### config.mk
export PLATFORM = sky130hd
export DESIGN_NAME = quadrature_encoder_counter
export DESIGN_NICKNAME = d
export VERILOG_FILES = /design/src/hdl/sync_two_flop.v /design/src/hdl/quadrature_encoder_counter.v
export VERILOG_INCLUDE_DIRS = /design/src /design/src/hdl
export SDC_FILE = /design/constraint.sdc
export NUM_CORES = 1
export LEC_CHECK = 0
export ABC_AREA = 1
export BUFFER_PORTS_ARGS = -buffer_cell sky130_fd_sc_hd__buf_2
export CORE_ASPECT_RATIO = 1.2
export CORE_MARGIN = 3
export CORE_UTILIZATION = 40
export CTS_CLUSTER_SIZE = 25
export DETAILED_ROUTE_END_ITERATION = 12
export PLACE_DENSITY_LB_ADDON = 0.1
export SLEW_MARGIN = 20
export SYNTH_ARGS = -nofsm -noshare
export SYNTH_HDL_FRONTEND = slang
export SYNTH_SLANG_ARGS = --single-unit
export TNS_END_PERCENT = 30
### constraint.sdc
create_clock -name ref_clk_in -period 4.7 [get_ports ref_clk_in]
set_clock_uncertainty 0.2 [all_clocks]
set_input_delay 0.47 -clock ref_clk_in [delete_from_list [all_inputs] [get_ports ref_clk_in]]
set_output_delay 0.47 -clock ref_clk_in [all_outputs]
set_load 0.02 [all_outputs]
### src/hdl/quadrature_encoder_defs.vh
`ifndef QUADRATURE_ENCODER_DEFS_VH
`define QUADRATURE_ENCODER_DEFS_VH

// register byte offsets
`define QE_OFF_CONTROL 8'h00
`define QE_OFF_STATUS 8'h04
`define QE_OFF_MAXIMUM 8'h08
`define QE_OFF_COUNT 8'h0C
`define QE_OFF_MASK 8'h10
`define QE_OFF_CLEAR 8'h14
`define QE_OFF_LOAD_MAX 8'h18

// control field positions
`define QE_CTL_ENABLE 0
`define QE_CTL_OVER_IRQ_EN 2
`define QE_CTL_UNDER_IRQ_EN 3
`define QE_CTL_EDGE_IRQ_EN 5
`define QE_CTL_FIXED_DIR 6
`define QE_CTL_A_INVERT 7
`define QE_CTL_B_INVERT 8
`define QE_CTL_FILTER_EN 10
`define QE_CTL_WIDTH 16
// writable control bits; reserved bits 15-11, 9, 4 and 1 read as zero
`define QE_CTL_WR_MASK 16'h05ED
`define QE_CTL_RESET 16'h0000

// status field positions, shared with the mask register
`define QE_STA_DIR 0
`define QE_STA_OVER 1
`define QE_STA_UNDER 2
`define QE_STA_EDGE 4
`define QE_STA_WIDTH 5
`define QE_MASK_RESET 5'h16
`define QE_MASK_WR_MASK 5'h16

// counter reset values
`define QE_COUNT_RESET 16'h0000
`define QE_MAX_RESET 16'hFFFF

// edge filter: phase-b transitions that make one full pulse
`define QE_FILTER_PULSE 2'h2

`endif

### src/hdl/sync_two_flop.v
`timescale 1ns/10ps
module sync_two_flop #(
  parameter WIDTH = 1
) (
  input wire clk_in, // sampling clock
  input wire rstn_in, // async reset, active low
  input wire [WIDTH-1:0] d_in, // asynchronous input
  output wire [WIDTH-1:0] q_out // synchronised output
);
  reg [WIDTH-1:0] meta_r;
  reg [WIDTH-1:0] q_r;

  // meta_r feeds q_r only, never any other logic
  always @(posedge clk_in or negedge rstn_in) begin
    if (!rstn_in) begin
      meta_r <= {WIDTH{1'b0}};
      q_r <= {WIDTH{1'b0}};
    end else begin
      meta_r <= d_in;
      q_r <= meta_r;
    end
  end

  assign q_out = q_r;
endmodule // sync_two_flop

### src/hdl/quadrature_encoder_counter.v
`timescale 1ns/10ps
`include "quadrature_encoder_defs.vh"
module quadrature_encoder_counter #(
  parameter ADDR_W = 8,
  parameter DATA_W = 32,
  parameter COUNT_W = 16,
  parameter [COUNT_W-1:0] MAX_RESET = `QE_MAX_RESET
) (
  input wire ref_clk_in, // system clock, 50 MHz
  input wire rstn_in, // async reset, active low
  input wire [ADDR_W-1:0] addr_in, // register byte address
  input wire [DATA_W-1:0] wdata_in, // write data
  input wire wr_in, // write strobe, one cycle
  input wire rd_in, // read strobe, one cycle
  output wire [DATA_W-1:0] rdata_out, // read data, cycle after rd_in
  input wire phase_a_input_in, // encoder phase a pin
  input wire phase_b_input_in, // encoder phase b pin
  output wire irq_out // level interrupt, active high
);

  localparam [COUNT_W-1:0] COUNT_ZERO = `QE_COUNT_RESET;
  localparam [COUNT_W-1:0] COUNT_ONE = {{(COUNT_W-1){1'b0}}, 1'b1};

  // registers
  reg [`QE_CTL_WIDTH-1:0] control_r;
  reg [`QE_STA_WIDTH-1:0] status_r;
  reg [`QE_STA_WIDTH-1:0] mask_r;
  reg [COUNT_W-1:0] maximum_r;
  reg [COUNT_W-1:0] count_r;
  reg [COUNT_W-1:0] count_gray_r;
  reg dir_up_r;
  reg [DATA_W-1:0] rdata_r;

  // input tracking
  reg a_prev_r;
  reg b_prev_r;
  reg [1:0] b_pulse_r;

  reg [`QE_CTL_WIDTH-1:0] control_nxt;
  reg [`QE_STA_WIDTH-1:0] status_nxt;
  reg [`QE_STA_WIDTH-1:0] mask_nxt;
  reg [COUNT_W-1:0] maximum_nxt;
  reg [COUNT_W-1:0] count_nxt;
  reg dir_up_nxt;
  reg [1:0] b_pulse_nxt;
  reg [DATA_W-1:0] rd_val;

  wire a_sync;
  wire b_sync;

  sync_two_flop #(
    .WIDTH(1)
  ) u_sync_a (
    .clk_in(ref_clk_in),
    .rstn_in(rstn_in),
    .d_in(phase_a_input_in),
    .q_out(a_sync)
  );

  sync_two_flop #(
    .WIDTH(1)
  ) u_sync_b (
    .clk_in(ref_clk_in),
    .rstn_in(rstn_in),
    .d_in(phase_b_input_in),
    .q_out(b_sync)
  );

  // control fields
  wire enable = control_r[`QE_CTL_ENABLE];
  wire over_irq_en = control_r[`QE_CTL_OVER_IRQ_EN];
  wire under_irq_en = control_r[`QE_CTL_UNDER_IRQ_EN];
  wire edge_irq_en = control_r[`QE_CTL_EDGE_IRQ_EN];
  wire fixed_dir = control_r[`QE_CTL_FIXED_DIR];
  wire a_invert = control_r[`QE_CTL_A_INVERT];
  wire b_invert = control_r[`QE_CTL_B_INVERT];
  wire filter_en = control_r[`QE_CTL_FILTER_EN];

  // bus decode
  wire sel_control = (addr_in == `QE_OFF_CONTROL);
  wire sel_status = (addr_in == `QE_OFF_STATUS);
  wire sel_maximum = (addr_in == `QE_OFF_MAXIMUM);
  wire sel_count = (addr_in == `QE_OFF_COUNT);
  wire sel_mask = (addr_in == `QE_OFF_MASK);
  wire sel_clear = (addr_in == `QE_OFF_CLEAR);
  wire sel_load_max = (addr_in == `QE_OFF_LOAD_MAX);

  wire wr_control = wr_in & sel_control;
  wire wr_maximum = wr_in & sel_maximum;
  wire wr_count = wr_in & sel_count;
  wire wr_mask = wr_in & sel_mask;
  wire wr_clear = wr_in & sel_clear;
  wire wr_load_max = wr_in & sel_load_max;
  wire rd_status = rd_in & sel_status;

  // invert phase a before any use
  wire a_level = a_sync ^ a_invert;
  // direction from phase b, optionally inverted
  wire b_level = b_sync ^ b_invert;

  wire a_rise = enable & a_level & ~a_prev_r;
  wire b_toggle = enable & (b_sync != b_prev_r);

  // a full high or low pulse on b qualifies the edge
  wire b_pulse_seen = (b_pulse_r == `QE_FILTER_PULSE);
  wire edge_ok = ~filter_en | b_pulse_seen;

  // with fixed_dir set the b-invert bit picks up or down, else phase b does
  wire count_up = fixed_dir ? b_invert : b_level;

  // qualified rising edge steps the counter
  wire step = a_rise & edge_ok;

  wire at_max = (count_r == maximum_r);
  wire at_zero = (count_r == COUNT_ZERO);
  // single-cycle events from the synchronised edge
  wire ev_over = step & count_up & at_max;
  wire ev_under = step & ~count_up & at_zero;
  wire ev_edge = a_rise;

  // binary to gray and back
  function [COUNT_W-1:0] to_gray;
    input [COUNT_W-1:0] bin;
    begin
      to_gray = bin ^ (bin >> 1);
    end
  endfunction

  function [COUNT_W-1:0] from_gray;
    input [COUNT_W-1:0] gray;
    integer i;
    begin
      from_gray[COUNT_W-1] = gray[COUNT_W-1];
      for (i = COUNT_W - 2; i >= 0; i = i - 1) begin
        from_gray[i] = from_gray[i+1] ^ gray[i];
      end
    end
  endfunction

  // control and mask registers
  always @* begin
    control_nxt = control_r;
    mask_nxt = mask_r;
    maximum_nxt = maximum_r;
    // reserved control bits are never stored
    if (wr_control) begin
      control_nxt = wdata_in[`QE_CTL_WIDTH-1:0] & `QE_CTL_WR_MASK;
    end
    if (wr_mask) begin
      mask_nxt = wdata_in[`QE_STA_WIDTH-1:0] & `QE_MASK_WR_MASK;
    end
    if (wr_maximum) begin
      maximum_nxt = wdata_in[COUNT_W-1:0];
    end
  end

  // counter; a software write in the same cycle as a step wins
  always @* begin
    count_nxt = count_r;
    dir_up_nxt = dir_up_r;
    if (step) begin
      dir_up_nxt = count_up;
      // overflow to zero, underflow to maximum
      if (count_up) begin
        count_nxt = at_max ? COUNT_ZERO : count_r + COUNT_ONE;
      end else begin
        count_nxt = at_zero ? maximum_r : count_r - COUNT_ONE;
      end
    end
    if (wr_clear) begin
      count_nxt = COUNT_ZERO;
    end else if (wr_load_max) begin
      count_nxt = maximum_r;
    end else if (wr_count) begin
      count_nxt = wdata_in[COUNT_W-1:0];
    end
  end

  // filter pulse tracker: counts b transitions since the last a rise
  always @* begin
    b_pulse_nxt = b_pulse_r;
    if (!enable) begin
      // first edge after enabling is accepted
      b_pulse_nxt = `QE_FILTER_PULSE;
    end else if (a_rise) begin
      // every rising a-edge restarts the window
      b_pulse_nxt = b_toggle ? 2'h1 : 2'h0;
    end else if (b_toggle && !b_pulse_seen) begin
      b_pulse_nxt = b_pulse_r + 2'h1;
    end
  end

  // status flags
  always @* begin
    status_nxt = status_r;
    // read clears, a new event in the same cycle wins
    if (rd_status) begin
      status_nxt[`QE_STA_EDGE] = 1'b0;
      status_nxt[`QE_STA_UNDER] = 1'b0;
      status_nxt[`QE_STA_OVER] = 1'b0;
    end
    if (ev_edge) begin
      status_nxt[`QE_STA_EDGE] = 1'b1;
    end
    if (ev_under) begin
      status_nxt[`QE_STA_UNDER] = 1'b1;
    end
    if (ev_over) begin
      status_nxt[`QE_STA_OVER] = 1'b1;
    end
    // direction bit follows the last counted step
    status_nxt[`QE_STA_DIR] = dir_up_nxt;
    status_nxt[3] = 1'b0;
  end

  // read mux
  always @* begin
    rd_val = {DATA_W{1'b0}};
    if (sel_control) begin
      rd_val[`QE_CTL_WIDTH-1:0] = control_r;
    end else if (sel_status) begin
      rd_val[`QE_STA_WIDTH-1:0] = status_r;
    end else if (sel_maximum) begin
      rd_val[COUNT_W-1:0] = maximum_r;
    end else if (sel_count) begin
      // count taken from its gray copy, coherent per read
      rd_val[COUNT_W-1:0] = from_gray(count_gray_r);
    end else if (sel_mask) begin
      rd_val[`QE_STA_WIDTH-1:0] = mask_r;
    end
  end

  always @(posedge ref_clk_in or negedge rstn_in) begin
    if (!rstn_in) begin
      control_r <= `QE_CTL_RESET;
      mask_r <= `QE_MASK_RESET;
      maximum_r <= MAX_RESET;
      count_r <= COUNT_ZERO;
      count_gray_r <= COUNT_ZERO;
      dir_up_r <= 1'b0;
      status_r <= {`QE_STA_WIDTH{1'b0}};
      a_prev_r <= 1'b0;
      b_prev_r <= 1'b0;
      b_pulse_r <= `QE_FILTER_PULSE;
      rdata_r <= {DATA_W{1'b0}};
    end else begin
      control_r <= control_nxt;
      mask_r <= mask_nxt;
      maximum_r <= maximum_nxt;
      count_r <= count_nxt;
      // gray copy changes one bit per step that does not wrap
      count_gray_r <= to_gray(count_nxt);
      dir_up_r <= dir_up_nxt;
      status_r <= status_nxt;
      a_prev_r <= a_level;
      b_prev_r <= b_sync;
      b_pulse_r <= b_pulse_nxt;
      // read data stand only in the cycle after the strobe
      rdata_r <= rd_in ? rd_val : {DATA_W{1'b0}};
    end
  end

  wire irq_edge = status_r[`QE_STA_EDGE] & mask_r[`QE_STA_EDGE] &
    edge_irq_en;
  wire irq_under = status_r[`QE_STA_UNDER] & mask_r[`QE_STA_UNDER] &
    under_irq_en;
  wire irq_over = status_r[`QE_STA_OVER] & mask_r[`QE_STA_OVER] &
    over_irq_en;

  assign irq_out = irq_edge | irq_under | irq_over;
  assign rdata_out = rdata_r;
endmodule // quadrature_encoder_counter

; Word level (Yosys, flattened, before mapping)
; Index checks and enable logic that the tools add are counted.
[word_totals]
regBits = 87
inputBits = 46
out_inout_bits = 33
word_cells = 107
[classes]
addsub = 3
eq_ne = 10
mux = 25
bitwise_logic = 45
n_reduce_logical = 7
[op_table]
columns = op, n
row1 = two-way mux 16 bit, 10
row2 = equality test 8 x 5 -> 1 bit (second input constant), 3
row3 = two-way mux 11 bit, 2
row4 = AND 1 bit, 21
row5 = XOR 1 bit, 17
row6 = adder 16 x 1 -> 16 bit (second input constant), 1
row7 = equality test 16 bit, 1
row8 = equality test 8 x 4 -> 1 bit (second input constant), 2
row9 = logical NOT 16 bit, 1
row10 = subtractor 16 x 1 -> 16 bit (second input constant), 1
row11 = XOR 16 x 15 -> 16 bit, 1
row12 = two-way mux 5 bit, 3
row13 = equality test 8 x 3 -> 1 bit (second input constant), 1
row14 = logical NOT 8 bit, 1
row15 = two-way mux 2 bit, 4
row16 = two-way mux 1 bit, 6
row17 = nonzero test 2 bit, 3
row18 = inequality test 3 x 1 -> 1 bit (second input constant), 1
row19 = inverter 1 bit, 3
row20 = bitwise OR 1 bit, 3
row21 = adder 2 x 1 -> 2 bit (second input constant), 1
row22 = equality test 2 bit (second input constant), 1
row23 = logical AND 1 bit, 1
row24 = logical NOT 1 bit, 1
row25 = inequality test 1 bit, 1

; Logic depth before layout (Yosys ltp)
; Gate-level depths: netlist of run 1.
[depth]
word_depth = 20
ltp_mapped = 23

; By module
; A second synthesis of run 1 with hierarchy kept.
[hier_totals]
hier_cells = 685
hier_area_um2 = 5386.4
[by_module_without_submodules]
columns = mod, instances, cells_each, area_each_um2
row1 = quadrature_encoder_counter, 1, 681, 5286.3
row2 = sync_two_flop, 2, 2, 50.0

; Worst setup path before layout of run 1
; No wires, ideal clock.
[synth_path]
path_type = reg2reg
from = register count_r[0]
to = register count_gray_r[14]
t_arrival_ps = 2256
t_required_ps = 4421
path_slack_ps = 2164
path_stages_with_launch = 16
n_path_buf = 0
synth_period_minus_slack_ps = 2536
path_cell_list = dfrtp_1 ha_1 nand2_1 nor2_1 inv_1 nor2_1 inv_2 nor3_2 nand4_1 nor2_2 nand3_1 xor2_1 o311ai_1 o22ai_1 a21oi_4 xor2_1
[synth_between]
elab_chain_cells = 8
[synth_lines]
columns = element, line_no
row1 = "start, declared", quadrature_encoder_counter.v:29  ; reg [COUNT_W-1:0] count_r;
row2 = "start signal, assigned", quadrature_encoder_counter.v:250  ; count_r <= count_nxt;
row3 = subtractor 16 x 1 -> 16 bit (tied with other cells), quadrature_encoder_counter.v:167  ; count_nxt = at_zero ? maximum_r : count_r - COUNT_ONE;
row4 = "two-way mux 16 bit, on equally long branches", "quadrature_encoder_counter.v:167, quadrature_encoder_counter.v:165"
row5 = two-way mux 16 bit (*), quadrature_encoder_counter.v:164  ; if (count_up) begin
row6 = two-way mux 16 bit (*), quadrature_encoder_counter.v:161  ; if (step) begin
row7 = two-way mux 16 bit (*), quadrature_encoder_counter.v:174  ; end else if (wr_count) begin
row8 = two-way mux 16 bit (*), quadrature_encoder_counter.v:172  ; end else if (wr_load_max) begin
row9 = two-way mux 16 bit (*), quadrature_encoder_counter.v:170  ; if (wr_clear) begin
row10 = named net count_nxt[14], quadrature_encoder_counter.v:43  ; reg [COUNT_W-1:0] count_nxt;
row11 = XOR 16 x 15 -> 16 bit (*), quadrature_encoder_counter.v:125  ; to_gray = bin ^ (bin >> 1);
row12 = "end signal, assigned", quadrature_encoder_counter.v:252  ; count_gray_r <= to_gray(count_nxt);
row13 = "end, declared", quadrature_encoder_counter.v:30  ; reg [COUNT_W-1:0] count_gray_r;
; Mark *: on every way through the listed nets, which the timed path passes. The rest lies on a longest branch.
; A chain may end at the register's enable or synchronous reset.

; Final worst setup path of run 1
[layout_path]
from = register control_r[0]
to = register count_gray_r[7]
[layout_between]
elab_chain_cells = 8
[layout_lines]
columns = element, line_no
row1 = "start, declared", quadrature_encoder_counter.v:25  ; reg [`QE_CTL_WIDTH-1:0] control_r;
row2 = "start signal, assigned", quadrature_encoder_counter.v:235  ; control_r <= `QE_CTL_RESET;
row3 = "start signal, assigned", quadrature_encoder_counter.v:247  ; control_r <= control_nxt;
row4 = AND 1 bit (2 in series), quadrature_encoder_counter.v:101  ; wire a_rise = enable & a_level & ~a_prev_r;
row5 = AND 1 bit, quadrature_encoder_counter.v:112  ; wire step = a_rise & edge_ok;
row6 = two-way mux 16 bit, quadrature_encoder_counter.v:161
row7 = two-way mux 16 bit, quadrature_encoder_counter.v:174
row8 = two-way mux 16 bit, quadrature_encoder_counter.v:172
row9 = two-way mux 16 bit, quadrature_encoder_counter.v:170
row10 = XOR 16 x 15 -> 16 bit, quadrature_encoder_counter.v:125
; Every way passes these cells.

==> results of run 1 <==
==> cells in the mapped netlist (all sizes together) <==
library cell and instances:
a2111o 1, a211oi 4, a21oi 39, a221oi 1, a311oi 1, a31oi 10, buf 22, clkbuf 14
clkinv 2, conb 1, dfrtp 66, dfstp 20, ha 4, inv 98, mux2 4, nand2 121
nand3 61, nand4 10, nor2 45, nor3 14, nor4 4, o2111ai 3, o211ai 8, o21ai 64
o221ai 8, o22ai 5, o311ai 1, o31ai 1, o32ai 1, or2 2, xnor2 14, xor2 28
==> kinds of logic (layout without fill, tap and decap cells) <==
group,Yosys count,after routing
mux,4,4
fa+ha+maj,4,4
xor+xnor,42,42
simple gates,257,257
buf+inv,136,167
flops,86,86
other cells,1,16
compound gates,147,147
==> cell usage in the layout, fill, tap and decap left out, types with 2 or more instances in the layout <==
master / netlist / layout
a211oi_1: 3 / 3
a21oi_1: 36 / 36
a21oi_2: 2 / 2
a31oi_1: 8 / 8
a31oi_2: 2 / 2
buf_2: 3 / 45
buf_4: 18 / 6
bufinv_16: 0 / 2
clkbuf_16: 0 / 9
clkinv_1: 2 / 2
conb_1: 1 / 16
dfrtp_1: 66 / 66
dfstp_2: 20 / 20
ha_1: 4 / 4
inv_1: 85 / 85
inv_2: 11 / 11
inv_4: 2 / 2
mux2_2: 4 / 4
nand2_1: 112 / 112
nand2_2: 9 / 9
nand3_1: 45 / 45
nand3_2: 16 / 16
nand4_1: 10 / 10
nor2_1: 40 / 40
nor2_2: 2 / 2
nor2_4: 3 / 3
nor3_1: 7 / 7
nor3_2: 7 / 7
nor4_1: 3 / 3
o2111ai_1: 3 / 3
o211ai_1: 7 / 7
o21ai_0: 62 / 62
o221ai_1: 6 / 6
o221ai_2: 2 / 2
o22ai_1: 5 / 5
xnor2_1: 14 / 14
xor2_1: 28 / 28
==> routing by layer <==
metal | global-route usage [%] | wire [µm] | up-vias
met2 | 34.06 | 7543 | 173
met3 | 4.089 | 943 | 21
met1 | 27.67 | 6845 | 2244
li1 | - | - | 2304
met5 | 0 | 0 | -
met4 | 7.348 | 341 | 0
==> flip-flops by register name, summed over array words and instances (netlist names) <==
| signal | flops |
|---|---|
| count_gray_r | 16 |
| maximum_r | 16 |
| rdata_out | 16 |
| count_r | 15 |
| control_r | 8 |
| mask_r | 3 |
| status_r | 3 |
| b_pulse_r | 2 |
| a_prev_r | 1 |
| b_prev_r | 1 |
| dir_up_r | 1 |
| u_sync_a.meta_r | 1 |
| u_sync_a.q_out | 1 |
| u_sync_b.meta_r | 1 |
| u_sync_b.q_out | 1 |
==> power groups by stage <==
| stage | Sequential (mW) | Combinational (mW) | Clock, mW |
|---|---|---|---|
| final | 1.06 | 1.13 | 0.781 |
| after floorplan | 0.976 | 0.975 | 0 |
| after CTS | 1.06 | 1.12 | 0.802 |
| after global routing | 1.08 | 1.26 | 0.833 |
| after detailed placement | 1.07 | 1.11 | 0 |
| after global placement | 1.07 | 1.08 | 0 |
==> metrics by stage <==
step | instances | instance area, µm² | total power, mW
6_report | 891 | 6071 | 2.970
5_1_grt | 891 | 6071 | 3.171
4_1_cts | 891 | 6071 | 2.977
3_5_place_dp | 875 | 5747 | 2.180
3_3_place_gp | 875 | 5747 | 2.150
2_1_floorplan | 692 | 5490 | 1.952
==> path summary, 6_finish.rpt <==
check                                 start  slack [ns]              end
setup / recovery               control_r[0]        0.89  count_gray_r[7]
hold / removal                      rstn_in       -0.02    rdata_out[14]
setup reg to reg               control_r[0]        0.89  count_gray_r[7]
hold reg to reg             u_sync_a.meta_r        0.16   u_sync_a.q_out
max in group asynchronous           rstn_in        3.37     maximum_r[9]
min in group ref_clk_in    phase_b_input_in        0.04  u_sync_b.meta_r
==> layout make-up <==
type,count,share of cell area [%]
clock inverter,5,1.340
inverter,100,6.265
clock buffer,11,3.998
multi-input combinational,470,44.62
timing repair buffer,51,4.452
tap,168,3.462
sequential,86,35.86
==> critical path: cells and delay by family, from the launching register on <==
family	cells	cell delay [ns]
buf+inv	4	0.87
xor+xnor	1	0.17
flops	1	0.48
compound gates	5	1.26
simple gates	3	0.74
==> run metrics, run 1 <==
number of diodes=0; H-tree depth=3; largest family of logic cells by synthesized area=simple AND/OR/NAND/NOR gates; Area growth syn-to-layout=11.72%; largest net degree at the start of global routing=53; CTS resizes=0; Setup Fix Bufs, Post-CTS=0; P_leak=2.709 nW; Layout Utilization=45.86%; DR vias/cell=5.322; drt pass-1 iters=6; adder-cell area share of the yosys netlist=0.9210%; DRT iter0 DRCs=434; cells after synthesis=677; Mapped Area=0.005434 mm²; CP max FO=11; complex-gate fraction of the synthesized area=16.69%; FP Rows=46; MaxCap Viol Count=0; Place WS=1.019 ns; number of fill cells=1325; total track usage=20.87%; clk root buf=clkbuf_16; Sw Share=40.28%; synth top area cells=dfrtp_1, dfstp_2, nand2_1; Synth area leader=dfrtp_1; via count=4742; Yosys reg bits=86; simple logic cell fraction of the synthesized area=23.53%; sequential-to-total area share from yosys stat=40.06%; kind of critical path=flop to flop; CP required=4.75 ns; Peak supply drop=0.2322 mV; final WL=15670 µm; Pint=1.774 mW; post-route ant nets=0; Flop pwr share=35.8%; die area=0.01503 mm²; CORE AREA=0.01324 mm²; clock sinks=86; Avg WL per Cell=17.59 µm; Setup violations, final=0; share of post-route cells with drive strength above 1=20.89%; clk_lat worst skew=0.34 ns; DRC=0; first-pass GRT wire length=24380 µm; final-stage net count=768; post-synthesis xor/xnor area fraction=6.770%; vias in the first global route=4489; initial antenna violation count=0; share of total power in the clock network=26.3%; grt ovf=0; Initial Util=41.05%; CTS clk-pin slew, worst paths=0.06 ns; RSZ-0062 raised after global routing=no; Inserted Clock Buffers=9; CTS Hold Bufs=0; Critical Path Start Type=flop; failing checks=negative hold slack; Final Wtd Congestion=0.9595; Final Slew Violations=0; FF/Latch Area=0.002177 mm²; Psw=1.196 mW; Reg2Reg Depth=13; maximum buffer depth of the clock tree=2; fin crit share=80.97%; min-delay worst type=input port to async pin; Die Y-Extent=133.7 µm; WP data arrival=3.86 ns; Fmax=262.8 MHz; hold slack=-0.02229 ns; critical-path cell list=inv_1 -> nor3_2 -> inv_2 -> a21oi_2 -> inv_2 -> nor2_4 -> nand2_1 -> inv_1 -> o21ai_0 -> o21ai_0 -> o221ai_1 -> o211ai_2 -> xnor2_1; slew margin rel.=32.76%; mux cell area share after synthesis=0.8289%; top cell type's share of synthesized area=30.39%; CTS tree=yes; die width=112.4 µm; IO Count=79; status=complete, but fails checks; Multi-input gate area=0.002709 mm²; CP max-delay cell=a21oi_2; Gate power share=37.9%; Final min period=3.806 ns; CP Capture Type=flop; yosys warns=0; Synth cell types=52; Setup TNS=0 ns; crit-path max cell delay=0.50 ns; PwrDens=489.3 mW/mm²; Mean Syn Cell Area=8.027 µm²; IO buf count=46; Final WS setup=0.8945 ns; Fin. Hold Viols=31; hpwl dp=11850 µm; Tightest Pin Transition=1.006 ns
Note: power is estimated with default switching activity, not from simulation.
==> inputs of run 2 (changes only) <==
- clock period: 4.7 -> 3.94 ns (I/O delays scaled with it)
==> run 2 against run 1 <==
Against the previous run: the run now ends clean; critical path type unchanged; cell area up 0.68%; non-clock buffer count increased by 8; die area unchanged; core utilization grew 0.31 points; critical path depth increased by 2; clock power up 11%; largest power group unchanged.
==> run metrics, run 2 (synthesis gave the netlist of run 1 again) <==
most frequent cells in the layout=nand2_1, inv_1, dfrtp_1, o21ai_0; first-pass GRT wire length=25470 µm; Final min period=3.272 ns; via count=4762; DRC=0; final-stage net count=776; number of fill cells=1349; Inserted Clock Buffers=9; Fin. Hold Viols=0; CP Launch Point=count_r[13]; IO Count=79; Setup violations, final=0; number of diodes=0; H-tree depth=3; CTS tree=yes; initial antenna violation count=1; CP Capture Type=flop; die area=0.01503 mm²; Final Wtd Congestion=0.9667; final WL=15670 µm; status=completed; clk root buf=clkbuf_16; Final WS setup=0.6679 ns; RSZ-0062 raised after global routing=no; Final Cell Area=0.006112 mm²; DR vias/cell=5.297; Place WS=0.7654 ns; Final Slew Violations=0; Critical Path Start Type=flop; IO buf count=46; hpwl dp=12150 µm; commonest non-fill, non-tap cell in the layout=nand2_1; total track usage=21.47%; Area growth syn-to-layout=12.48%; maximum buffer depth of the clock tree=2; Avg WL per Cell=17.43 µm; CP required=3.95 ns; total power=3.475 mW; share of post-route cells with drive strength above 1=21.48%; CTS clk-pin slew, worst paths=0.07 ns; critical-path cell list=inv_1 -> nor2_1 -> nor4_1 -> nand4_1 -> nor4_1 -> inv_1 -> nor2_1 -> inv_2 -> nand2_2 -> inv_2 -> o21ai_0 -> a31oi_1 -> a21oi_1 -> a211oi_2 -> xor2_1; kind of critical path=flop to flop; CORE AREA=0.01324 mm²; M1 WL=7111 µm; DP Area=0.005784 mm²; clk_lat worst skew=0.34 ns; min-delay worst type=input port to flop; reg2reg start=count_r[13]; P_leak=2.737 nW; DRT iter0 DRCs=395; Met2 Routed Length=7347 µm; largest net degree at the start of global routing=42; WP data arrival=3.28 ns; grt ovf=0; Setup TNS=0 ns; die width=112.4 µm; Fmax=305.6 MHz; fin crit share=83.05%; hold slack=0.1022 ns; clock sinks=86; vias in the first global route=4717; WL met3=755 µm; Initial Util=41.05%; slew margin rel.=35.08%; FP Rows=46; Die Y-Extent=133.7 µm; hold path start=wdata_in[14]; max layer used=met5; PwrDens=568.6 mW/mm²; MaxCap Viol Count=0; Peak supply drop=0.3008 mV; Tightest Pin Transition=0.9714 ns; drt pass-1 iters=5; CP max-delay cell=dfrtp_1; CP max FO=7; CTS resizes=0; post-route ant nets=0; crit-path max cell delay=0.46 ns
run 2: critical path, delay by kind of cell (launching register included):
kind,cells,cell delay (ns)
DFF,1,0.46
buffers and inverters,4,0.46
AOI/OAI and AO/OA,4,0.43
and+or+nand+nor,6,1.43
xor gates and xnor gates,1,0.17
run 2: report_power, final:
| part | switching (mW) | leakage (nW) | total [mW] | internal, mW |
|---|---|---|---|---|
| Sequential | 0.217 | 1.05 | 1.27 | 1.05 |
| Combinational | 0.846 | 1.54 | 1.34 | 0.496 |
| Clock | 0.373 | 0.147 | 0.868 | 0.495 |
| Total | 1.44 | 2.74 | 3.48 | 2.04 |
run 2: final cells by class:
cell class,instances,area [µm²],area share (%)
clock buffer,9,225.2,3.685
timing repair buffer,59,337.8,5.527
inverter,100,380.4,6.223
multi-input combinational,470,2709,44.32
sequential,86,2177,35.62
clock inverter,7,72.57,1.187
tap,168,210.2,3.439
run 2: timing repair:
action	4_1_cts	5_1_grt
hold buffers	3	0
hold endpoints to repair	33	0
setup buffers	0	0
run 2: per-layer routing:
metal  global-route usage [%]  vias up
met1                    29.54     2257
met3                    3.271       32
li1                         -     2329
met4                    8.016        2
met2                    34.23      142
met5                        0        -
run 2: path summary, 6_finish.rpt:
| kind | endpoint | slack, ns | depth (start not counted) |
|---|---|---|---|
| max reg2reg | count_gray_r[10] | 0.67 | 15 |
| min in group asynchronous | rdata_out[11] | 0.37 | 2 |
| min | maximum_r[14] | 0.10 | 2 |
| min reg2reg | u_sync_a.q_out | 0.15 | 0 |
| max in group asynchronous | maximum_r[2] | 2.36 | 3 |
| max | count_gray_r[10] | 0.67 | 15 |
run 2: metrics by stage:
stage	utilization, %	std cells
floorplan	-	692
global placement	43.70	880
detailed placement	43.70	880
CTS	46.17	899
global route	46.17	899
finish	46.17	899
==> inputs of run 3 (changes only) <==
- clock period: 3.94 -> 3.4 ns (I/O delays scaled with it)
==> run 3 against run 2 <==
Against the previous run: clock-buffer cell count grew 1; sequential share of layout area shrank 0.27 points; core utilization grew 0.36 points; final cell count grew 0.56%; total power grew 17%; clock power grew 19%; first-iteration DRC count shrank 9.1%; critical path type unchanged; largest cell class unchanged; highest routed layer unchanged.
==> run metrics, run 3 (synthesis gave the netlist of run 1 again) <==
status=completed; crit-path max cell delay=0.44 ns; CP Launch Point=control_r[7]; kind of critical path=flop to flop; CORE AREA=0.01324 mm²; Critical Path Start Type=flop; first-pass GRT wire length=25100 µm; Tightest Pin Transition=0.9862 ns; Reg2Reg Depth=13; min-delay worst type=input port to flop; commonest non-fill, non-tap cell in the layout=nand2_1; die width=112.4 µm; Psw=1.671 mW; fin crit share=91.44%; Place WS=0.3484 ns; Sw Share=41.13%; Setup TNS=0 ns; DRT iter0 DRCs=359; critical-path cell list=xnor2_1 -> nor3_2 -> inv_2 -> a21oi_2 -> inv_2 -> nor2_4 -> nand2_1 -> inv_1 -> o21ai_0 -> o21ai_0 -> o221ai_1 -> o211ai_2 -> xor2_1; Final Slew Violations=0; FP Rows=46; Area growth syn-to-layout=13.35%; largest net degree at the start of global routing=43; clk_lat worst skew=0.34 ns; drt pass-1 iters=5; grt ovf=0; H-tree depth=3; Gate power share=38.8%; share of post-route cells with drive strength above 1=22.01%; RSZ-0062 raised after global routing=no; maximum buffer depth of the clock tree=2; hpwl dp=12300 µm; Final Wtd Congestion=0.9236; CP max-delay cell=dfrtp_1; total track usage=21.32%; IO Count=79; Final Cell Area=0.006160 mm²; MaxCap Viol Count=0; reg2reg start=control_r[7]; Final WS setup=0.2909 ns; hold path depth=3; hold path start=wdata_in[13]; CTS tree=yes; Setup Fix Bufs, Post-CTS=0; P_leak=2.766 nW; most frequent cells in the layout=nand2_1, inv_1, dfrtp_1, o21ai_0; DR vias/cell=5.249; DRC=0; Flop pwr share=36.0%; CTS clk-pin slew, worst paths=0.06 ns; CP Capture Type=flop; final-stage net count=781; final WL=15680 µm; CP max FO=11; Peak supply drop=0.2976 mV; Final min period=3.109 ns; Fin. Hold Viols=0; Fmax=321.6 MHz; PwrDens=659.5 mW/mm²; clock sinks=86; Die Y-Extent=133.7 µm; Setup violations, final=0; vias in the first global route=4738; Avg WL per Cell=17.35 µm; CP required=3.46 ns; number of diodes=0; Pint=2.391 mW; WP data arrival=3.17 ns; Initial Util=41.05%; post-route ant nets=0; initial antenna violation count=1; Inserted Clock Buffers=9; DP Area=0.005822 mm²; via count=4745; die area=0.01503 mm²; IO buf count=46; share of total power in the clock network=25.2%; clk root buf=clkbuf_16; slew margin rel.=34.09%
-- run 3: cell count changes in the layout (fill, tap and decap cells not counted) --
cell / change
buf_4: +5
clkbuf_8: +1
clkinv_2: -2
clkinv_4: +1
inv_6: +1
inv_8: -1
-- run 3: worst paths after layout --
kind,to,slack [ns]
worst max-delay path,count_gray_r[6],0.29
worst min-delay path,maximum_r[13],0.05
worst max register to register,count_gray_r[6],0.29
worst min register to register,u_sync_b.q_out,0.15
max in group asynchronous,maximum_r[0],1.87
min in group asynchronous,rdata_out[12],0.32
-- run 3: per-stage QoR --
step	power (mW)	instances	util, %	hold WS [ns]
after floorplan	2.698	692	-	-0.1556
after global placement	2.985	885	43.98	0.1329
after detailed placement	3.029	885	43.98	0.1410
after CTS	4.078	904	46.53	0.03596
after global routing	4.353	904	46.53	0.05819
final	4.062	904	46.53	0.04783
-- run 3: repair_timing --
action                    CTS  global route
gates resized for setup     0             0
hold buffers                3             0
hold endpoints to repair   35             0
-- run 3: power groups by stage --
stage	Combinational, mW	Sequential [mW]	Clock [mW]
6_report	1.58	1.46	1.03
4_1_cts	1.57	1.45	1.05
3_3_place_gp	1.52	1.47	0
2_1_floorplan	1.35	1.35	0
5_1_grt	1.77	1.49	1.09
3_5_place_dp	1.56	1.47	0
-- run 3: layout make-up --
class | count | area (µm²)
fillers | 1335 | 7078
multi-input cells | 470 | 2709
flip-flops and latches | 86 | 2177
inverters | 100 | 380.4
repair buffers | 64 | 375.4
clock buffers | 10 | 239.0
well taps | 168 | 210.2
clock inverters | 6 | 68.82
-- run 3: worst max-delay path, delay by kind of cell (launching register included) --
family          cells  cell delay, ns
compound gates      5            0.96
xor+xnor            2            0.35
buf+inv             3            0.58
flops               1            0.44
simple gates        3            0.49
-- run 3: metal layers --
layer / wire length, µm / part of all wire [%] / track usage (%)
met4: 454 / 2.9 / 8.751
met5: 12 / 0.077 / 0
met3: 748 / 4.8 / 2.953
met2: 7446 / 47 / 34.13
met1: 7017 / 45 / 29.08
